### src/inc/asr_pkg.sv
// package for the static memory host controller: timing, pin carriers.
// assumes a 100 MHz mclk and a one-bit-wide asynchronous memory outside.
// ---------------------------------------------------------------------
// Behaviour
// - address stable around whole write strobe
// - input data captured at write strobe rise
// - hold input data after select rise
// - wait 2 ms after power before access
// ---------------------------------------------------------------------
package asr_pkg;
    localparam int ADDR_W = 14;
    localparam int WORDS = 16384;
    localparam int CLK_PERIOD_NS = 10;
    // grade access times, ns (cycle time equals access time)
    localparam int ACCESS_NS = 70;
    localparam int STROBE_ADDRESS_SETUP_NS = 10;
    localparam int WRITE_PULSE_NS = 40;
    localparam int WRITE_DATA_HOLD_NS = 10;
    localparam int WRITE_RECOVERY_NS = 0;
    localparam int POWER_DOWN_DELAY_NS = 50;
    localparam int STARTUP_WAIT_MS = 2;
    // least times round up to whole cycles; a zero time gives zero cycles
    localparam int ACCESS_CYC = (ACCESS_NS + CLK_PERIOD_NS - 1) / CLK_PERIOD_NS;
    localparam int SETUP_CYC = (STROBE_ADDRESS_SETUP_NS + CLK_PERIOD_NS - 1)
        / CLK_PERIOD_NS;
    localparam int PULSE_CYC = (WRITE_PULSE_NS + CLK_PERIOD_NS - 1)
        / CLK_PERIOD_NS;
    localparam int HOLD_CYC = (WRITE_DATA_HOLD_NS + CLK_PERIOD_NS - 1)
        / CLK_PERIOD_NS;
    localparam int STARTUP_CYC = STARTUP_WAIT_MS * 1000000 / CLK_PERIOD_NS;
    localparam int CNT_W = 20;

    typedef struct packed {
        logic [ADDR_W-1:0] word_address;
        logic data_in;
        logic select_n;
        logic write_n;
    } asr_pins_t;

    typedef enum logic [5:0] {
        ST_WAKE = 6'h01,
        ST_IDLE = 6'h02,
        ST_READ = 6'h04,
        ST_WSET = 6'h08,
        ST_WPULSE = 6'h10,
        ST_WHOLD = 6'h20
    } asr_state_t;
endpackage

### src/logic/asr_host.sv
// host controller for a one-bit asynchronous static memory.
// assumes req is from mclk logic; mem_data_out is a pin, synchronised here.
`timescale 1ns/1ps
module asr_host #(
    parameter int STARTUP_CYCLES = asr_pkg::STARTUP_CYC,
    parameter int ACCESS_CYCLES = asr_pkg::ACCESS_CYC
) (
    input wire logic mclk,
    input wire logic nrst,
    input wire logic req_valid,
    input wire logic req_write,
    input wire logic [asr_pkg::ADDR_W-1:0] req_addr,
    input wire logic req_data,
    output logic req_ready,
    output logic rsp_valid,
    output logic rsp_data,
    output asr_pkg::asr_pins_t mem_pins,
    input wire logic mem_data_out
);
    import asr_pkg::*;

    asr_state_t state_ff, nxt_state;
    logic [CNT_W-1:0] cnt_ff, nxt_cnt;
    asr_pins_t pins_ff;
    logic dout_s1_ff, dout_s2_ff;
    logic ready_ff, rsp_valid_ff, rsp_data_ff;
    logic cnt_done;

    // ---------------------------------------------------------------
    // pin synchroniser
    // ---------------------------------------------------------------
    // two extra cycles of latency on top of the access time
    always_ff @(posedge mclk) begin
        if (!nrst) begin
            dout_s1_ff <= 1'b0;
            dout_s2_ff <= 1'b0;
        end else begin
            dout_s1_ff <= mem_data_out;
            dout_s2_ff <= dout_s1_ff;
        end
    end

    // ---------------------------------------------------------------
    // sequencer
    // ---------------------------------------------------------------
    assign cnt_done = (cnt_ff == '0);

    always_comb begin
        nxt_state = state_ff;
        nxt_cnt = cnt_done ? cnt_ff : cnt_ff - 1'b1;
        case (state_ff)
            ST_WAKE: begin
                if (cnt_done) begin
                    nxt_state = ST_IDLE;
                end
            end
            ST_IDLE: begin
                if (req_valid && req_write) begin
                    nxt_state = ST_WSET;
                    nxt_cnt = CNT_W'(SETUP_CYC - 1);
                end else if (req_valid) begin
                    nxt_state = ST_READ;
                    // +2: the first sync flop samples one cycle past the
                    // access time, never on the edge where data settles
                    nxt_cnt = CNT_W'(ACCESS_CYCLES + 2);
                end
            end
            ST_READ: begin
                if (cnt_done) begin
                    nxt_state = ST_IDLE;
                end
            end
            ST_WSET: begin
                if (cnt_done) begin
                    nxt_state = ST_WPULSE;
                    nxt_cnt = CNT_W'(PULSE_CYC - 1);
                end
            end
            ST_WPULSE: begin
                if (cnt_done) begin
                    nxt_state = ST_WHOLD;
                    nxt_cnt = CNT_W'(HOLD_CYC - 1);
                end
            end
            ST_WHOLD: begin
                if (cnt_done) begin
                    nxt_state = ST_IDLE;
                end
            end
            default: begin
                nxt_state = ST_IDLE;
            end
        endcase
    end

    always_ff @(posedge mclk) begin
        if (!nrst) begin
            state_ff <= ST_WAKE;
            cnt_ff <= CNT_W'(STARTUP_CYCLES - 1);
        end else begin
            state_ff <= nxt_state;
            cnt_ff <= nxt_cnt;
        end
    end

    // ---------------------------------------------------------------
    // memory pins
    // ---------------------------------------------------------------
    // address and data latched only when leaving idle, so they stay
    // still through the whole strobe and its hold
    always_ff @(posedge mclk) begin
        if (!nrst) begin
            pins_ff <= '{word_address: '0, data_in: 1'b0,
                         select_n: 1'b1, write_n: 1'b1};
        end else begin
            if (state_ff == ST_IDLE && req_valid) begin
                pins_ff.word_address <= req_addr;
                pins_ff.data_in <= req_data;
            end
            // select held low only over the access: saves standby power
            pins_ff.select_n <= !(nxt_state == ST_READ ||
                nxt_state == ST_WSET || nxt_state == ST_WPULSE ||
                nxt_state == ST_WHOLD);
            // write strobe ends before select rises; data held after
            pins_ff.write_n <= (nxt_state != ST_WPULSE);
        end
    end

    // ---------------------------------------------------------------
    // user side
    // ---------------------------------------------------------------
    always_ff @(posedge mclk) begin
        if (!nrst) begin
            ready_ff <= 1'b0;
            rsp_valid_ff <= 1'b0;
            rsp_data_ff <= 1'b0;
        end else begin
            ready_ff <= (nxt_state == ST_IDLE) &&
                !(state_ff == ST_IDLE && req_valid);
            rsp_valid_ff <= (state_ff == ST_READ) && cnt_done;
            if (state_ff == ST_READ && cnt_done) begin
                rsp_data_ff <= dout_s2_ff;
            end
        end
    end

    assign req_ready = ready_ff;
    assign rsp_valid = rsp_valid_ff;
    assign rsp_data = rsp_data_ff;
    assign mem_pins = pins_ff;

    // ---------------------------------------------------------------
    // checks
    // ---------------------------------------------------------------
    property p_addr_stable_write;
        @(posedge mclk) disable iff (!nrst)
        !pins_ff.write_n |-> $stable(pins_ff.word_address);
    endproperty
    a_addr_stable_write: assert property (p_addr_stable_write)
        else $error("address moved under write strobe");

    property p_write_inside_select;
        @(posedge mclk) disable iff (!nrst)
        !pins_ff.write_n |-> !pins_ff.select_n;
    endproperty
    a_write_inside_select: assert property (p_write_inside_select)
        else $error("write strobe outside select");

    property p_data_hold;
        @(posedge mclk) disable iff (!nrst)
        $rose(pins_ff.write_n) |-> $stable(pins_ff.data_in) &&
            !pins_ff.select_n;
    endproperty
    a_data_hold: assert property (p_data_hold)
        else $error("input data not held after write strobe");

    property p_setup;
        @(posedge mclk) disable iff (!nrst)
        $fell(pins_ff.write_n) |-> !$past(pins_ff.select_n);
    endproperty
    a_setup: assert property (p_setup)
        else $error("no address setup before write strobe");

    property p_pulse_width;
        @(posedge mclk) disable iff (!nrst)
        $fell(pins_ff.write_n) |-> !pins_ff.write_n [*4];
    endproperty
    a_pulse_width: assert property (p_pulse_width)
        else $error("write pulse too short");

    property p_read_len;
        @(posedge mclk) disable iff (!nrst)
        (state_ff == ST_IDLE && req_valid && !req_write) |->
            ##11 rsp_valid_ff;
    endproperty
    a_read_len: assert property (p_read_len)
        else $error("read answer not at access time plus sync");

    property p_read_select;
        @(posedge mclk) disable iff (!nrst)
        $rose(rsp_valid_ff) |-> !$past(pins_ff.select_n) &&
            $past(pins_ff.write_n);
    endproperty
    a_read_select: assert property (p_read_select)
        else $error("read sampled while not selected");

    property p_wake;
        @(posedge mclk) disable iff (!nrst)
        (state_ff == ST_WAKE) |-> pins_ff.select_n && !ready_ff;
    endproperty
    a_wake: assert property (p_wake)
        else $error("access during start-up wait");

    property p_idle_deselect;
        @(posedge mclk) disable iff (!nrst)
        ready_ff |-> pins_ff.select_n && pins_ff.write_n;
    endproperty
    a_idle_deselect: assert property (p_idle_deselect)
        else $error("memory selected while idle");

    property p_addr_after_write;
        @(posedge mclk) disable iff (!nrst)
        $rose(pins_ff.write_n) |-> $stable(pins_ff.word_address);
    endproperty
    a_addr_after_write: assert property (p_addr_after_write)
        else $error("address moved as write strobe ended");

    // a take right after ready may move data_in, but only an edge later
    property p_data_after_select;
        @(posedge mclk) disable iff (!nrst)
        $rose(pins_ff.select_n) |-> $stable(pins_ff.data_in);
    endproperty
    a_data_after_select: assert property (p_data_after_select)
        else $error("input data moved as select rose");
endmodule // asr_host

### config.mk
export PLATFORM = sky130hd
export DESIGN_NAME = asr_host
export DESIGN_NICKNAME = d
export VERILOG_FILES = /design/src/inc/asr_pkg.sv /design/src/logic/asr_host.sv
export SDC_FILE = /design/constraint.sdc
export NUM_CORES = 1
export LEC_CHECK = 0
export CAP_MARGIN = 10
export CORE_MARGIN = 3
export CORE_UTILIZATION = 40
export DETAILED_ROUTE_END_ITERATION = 10
export DONT_BUFFER_PORTS = 1
export HOLD_SLACK_MARGIN = 0.05
export PLACE_DENSITY_LB_ADDON = 0.3
export SLEW_MARGIN = 20
export SYNTH_ARGS = -nofsm -noshare
export SYNTH_HDL_FRONTEND = slang
export SYNTH_SLANG_ARGS = --single-unit
### constraint.sdc
create_clock -name mclk -period 1.9 [get_ports mclk]
set_input_delay 0.285 -clock mclk [delete_from_list [all_inputs] [get_ports mclk]]
set_output_delay 0.285 -clock mclk [all_outputs]
set_load 0.02 [all_outputs]
==> summary.txt <==
CRITICAL PATH
--------------------------------------------------------------------------------------
Critical path, cell by cell                                               or4_4, or3_4, or4_1, a21oi_1
Worst path buffer plus inverter count                                                0
Kind of cell with the highest combined delay on the critical path         simple AND/OR/NAND/NOR gates
Slowest stage cell, crit path                                                    or4_4
Kind of start point of the critical path                                     flip-flop
Worst reg-to-reg path cell count                                                     4
Worst reg2reg path endpoint                                               cnt_ff[18]$_SDFF_PN0_
Reg2reg setup slack                                                           0.008 ns
Arrival time reported for the critical path endpoint                           2.12 ns
Critical register-to-register path startpoint                             cnt_ff[13]$_SDFF_PN0_
Data required time at the worst endpoint                                       2.13 ns
Maximum fanout count along the critical path                                         3
Critical Path Sink Type                                                      flip-flop
Critical path class                                                         reg -> reg
CP peak stage delay                                                            0.52 ns

TIMING
--------------------------------------------------------------------------------------
Final setup vio count                                                                0
Final hold slack                                                             0.0623 ns
Ratio of final minimum period to clock period                                    99.6%
Number of hold violations in the final report                                        0
Tightest Pin Transition                                                       0.577 ns
Worst slew margin relative to its limit                                          61.5%
Count of final max-slew check failures                                               0
Total negative slack for setup checks                                             0 ns
Setup ws final                                                              0.00769 ns
RSZ-0062 raised after global routing                                              true
Maximum clock frequency                                                        528 MHz
Post-Route Skew                                                              0.0107 ns
Final critical-path required period                                            1.89 ns

CLOCK TREE
--------------------------------------------------------------------------------------
Clock network latency to the later pin of the worst-skew pair                  0.30 ns
Number of clock buffers inserted by TritonCTS                                        5
Maximum level of the CTS H-tree                                                      2
CTS clock-pin slew for the worst setup and hold paths                          0.09 ns
Clock sink total                                                                    48
Clock tree from TritonCTS                                                         done
Clock buffer depth                                                                   2
Cell at the root of the clock tree                                            clkbuf_8

LOGIC SYNTHESIS
--------------------------------------------------------------------------------------
Fraction of the mapped netlist area in adder cells                               1.73%
Post-synthesis instance area                                              0.00218 sq mm
Compound-cell area share of the yosys netlist                                    15.2%
Mux contribution to synthesized area                                            0.460%
Synthesized instance count                                                         267
Top flip-flop cell by instance count after synthesis                           dfxtp_1
Synth Area in Simple Gates                                                       29.2%
Xor and xnor fraction of the mapped netlist area                                 5.64%
Net count of the mapped netlist                                                    290
Combinational family with the most area after synthesis                   simple AND/OR/NAND/NOR gates
Fraction of registers with async set/reset                                          0%
Number of unique standard cell types used by synthesis                              47
Number of synthesized flops with an enable pin                                       0
Warnings, synthesis                                                                  0
Proportion of synthesized chip area in sequential cells                          44.2%
Synthesized area per cell                                                   8.15 sq um
Number of synthesized register bits                                                 48

ROUTE
--------------------------------------------------------------------------------------
Number of vias per cell                                                           5.31
Total detailed-routing wirelength                                              5.32 mm
Total iterations of the first detailed-routing run                                   4
Drt wl/cell                                                                    14.6 um
Detailed-route via count                                                          1934
Number of antenna-violating nets in the routed design                                0
First-iteration detailed-routing DRC count                                         128
DRC viols                                                                            0

PWR
--------------------------------------------------------------------------------------
Maximum ir drop on the vdd rail                                                 491 uV
Sequential Power Share                                                           50.6%
Switching power of the nets                                                 0.000475 W
Switching power share of the total                                               22.6%
Static leakage                                                                0.945 nW
Internal power component                                                     0.00163 W
Power per Cell Area                                                        790 mW/mm^2
Clock network fraction of design power                                           42.4%
Share of power burned in combinational logic                                      7.0%

GLOBAL ROUTING
--------------------------------------------------------------------------------------
Global-route wire length before repair                                         8.49 mm
Number of global-route vias before repair                                         1893
Sum of overflow across all layers after global routing                               0
Pin count of the biggest net entering global routing                                21
Antenna violations before repair                                                     0
GRT Total Usage                                                                  16.7%

WORST HOLD PATH
--------------------------------------------------------------------------------------
Hold Crit Depth                                                                      1
Hold path start                                                                   nrst
Hold/Removal Path Class                                                      in -> reg
Capture endpoint of the worst hold path                                   cnt_ff[5]$_SDFF_PN1_

PLACE
--------------------------------------------------------------------------------------
Place WS                                                                     0.0414 ns
Final HPWL DP                                                                  3.75 mm
Weighted congestion reported at the end of routability-driven placement          0.832
Number of I/O port buffers                                                           0

FINISH
--------------------------------------------------------------------------------------
Final core utilization                                                           51.5%
Fill count                                                                         469
Area growth, synth to finish                                                     22.5%
Inserted Diodes                                                                      0
Number of nets in the layout                                                       316
Ratio of cells with drive above 1 in the final layout                            19.7%

FLOORPLANNING
--------------------------------------------------------------------------------------
Vertical die dimension                                                         79.8 um
Die width                                                                      79.8 um
Io pins                                                                             40
Placeable core region                                                     0.00517 sq mm
Number of rows in the core area                                                     26
Overall die area                                                          0.00636 sq mm
Starting Density                                                                 42.1%

OUTCOME
--------------------------------------------------------------------------------------
Run status                                                                   completed

FLOW RUN
--------------------------------------------------------------------------------------
Max Cap Violations                                                                   0

cell families after synthesis:
logic type | Yosys count
adder cells (fa/ha/maj) | 3
XOR/XNOR | 14
flip-flops | 48
buffers and inverters | 20
AND/OR/NAND/NOR | 124
AO/OA/AOI/OAI | 57
multiplexers | 1
flip-flops by register name, summed over array words and instances (netlist names):
name / count
cnt_ff: 20
dout_s1_ff: 1
dout_s2_ff: 1
mem_pins: 17
req_ready: 1
rsp_data: 1
rsp_valid: 1
state_ff: 6
layer usage:
metal,up-vias,share of wire [%],track usage [%]
met1,898,45,21.1
met2,46,49,27.9
li1,982,-,-
met3,8,3.9,4.40
met4,0,1.6,5.41
met5,-,0,0
power groups by stage:
| stage | Sequential, W | Clock [W] | Combinational, W |
|---|---|---|---|
| 2_1_floorplan | 0.00108 | 0 | 0.0000987 |
| 3_3_place_gp | 0.00109 | 0 | 0.000141 |
| 3_5_place_dp | 0.00109 | 0 | 0.000142 |
| 4_1_cts | 0.00106 | 0.000904 | 0.000145 |
| 5_1_grt | 0.00107 | 0.000937 | 0.000171 |
| 6_report | 0.00107 | 0.000893 | 0.000147 |
cells in the final DEF, fill, tap and decap left out, types with 5 or more instances in the layout:
cell,Yosys,routed
o21ai_1,8,9
nor4_1,5,5
or3_1,7,6
xnor2_1,7,7
nor3_1,12,12
nor2_1,27,27
nand2_1,39,39
a21oi_1,22,22
dfxtp_1,48,47
nand3_1,9,7
o21ai_0,12,11
buf_4,0,32
clkbuf_8,0,5
xor2_1,7,7
Yosys cell counts, types with 2 or more instances:
cell type	n	share of area (%)
a21oi_1	22	5.1
a31oi_1	2	0.57
and2_1	2	0.57
buf_2	2	0.46
clkbuf_1	12	2.1
dfxtp_1	48	44
ha_1	3	1.7
inv_1	5	0.86
nand2_1	39	6.7
nand2b_1	2	0.57
nand3_1	9	2.1
nand3b_1	2	0.69
nor2_1	27	4.7
nor2b_1	3	0.86
nor3_1	12	2.8
nor3b_1	2	0.69
nor4_1	5	1.4
nor4b_1	2	0.81
o211ai_1	4	1.4
o21ai_0	12	2.8
o21ai_1	8	1.8
or3_1	7	2.0
xnor2_1	7	2.8
xor2_1	7	2.8
worst max-delay path by stage:
stage / startpoint / end / cells after the start
after floorplan: cnt_ff[13]$_SDFF_PN0_ / cnt_ff[0]$_SDFF_PN1_ / 8
final: cnt_ff[13]$_SDFF_PN0_ / cnt_ff[18]$_SDFF_PN0_ / 4
after global placement: cnt_ff[0]$_SDFF_PN1_ / cnt_ff[12]$_SDFF_PN0_ / 8
after global routing: cnt_ff[1]$_SDFF_PN1_ / cnt_ff[0]$_SDFF_PN1_ / 9
after CTS: cnt_ff[6]$_SDFF_PN0_ / cnt_ff[12]$_SDFF_PN0_ / 6
after detailed placement: cnt_ff[13]$_SDFF_PN0_ / cnt_ff[18]$_SDFF_PN0_ / 4
layout make-up:
cell class                 count  area, sq um  share of cell area (%)
clock buffer                   5         68.8                    2.58
sequential                    48          962                    36.1
multi-input combinational    199         1200                    44.9
clock inverter                 3         68.8                    2.58
tap                           70         87.6                    3.29
timing repair buffer          34          262                    9.81
inverter                       5         18.8                   0.704
stage by stage:
| step | power (W) | cells | area, sq um |
|---|---|---|---|
| floorplan | 0.00118 | 267 | 2180 |
| global placement | 0.00123 | 353 | 2440 |
| detailed placement | 0.00123 | 353 | 2440 |
| CTS | 0.00211 | 362 | 2590 |
| global route | 0.00218 | 364 | 2670 |
| finish | 0.00211 | 364 | 2670 |
timing repair:
item,CTS,global route
resized for setup,0,14
buffers inserted,0,2
hold buffers,1,0
endpoints found under the setup margin,0,14
endpoints found under the hold margin,1,0
(Power assumes the default switching activity.)
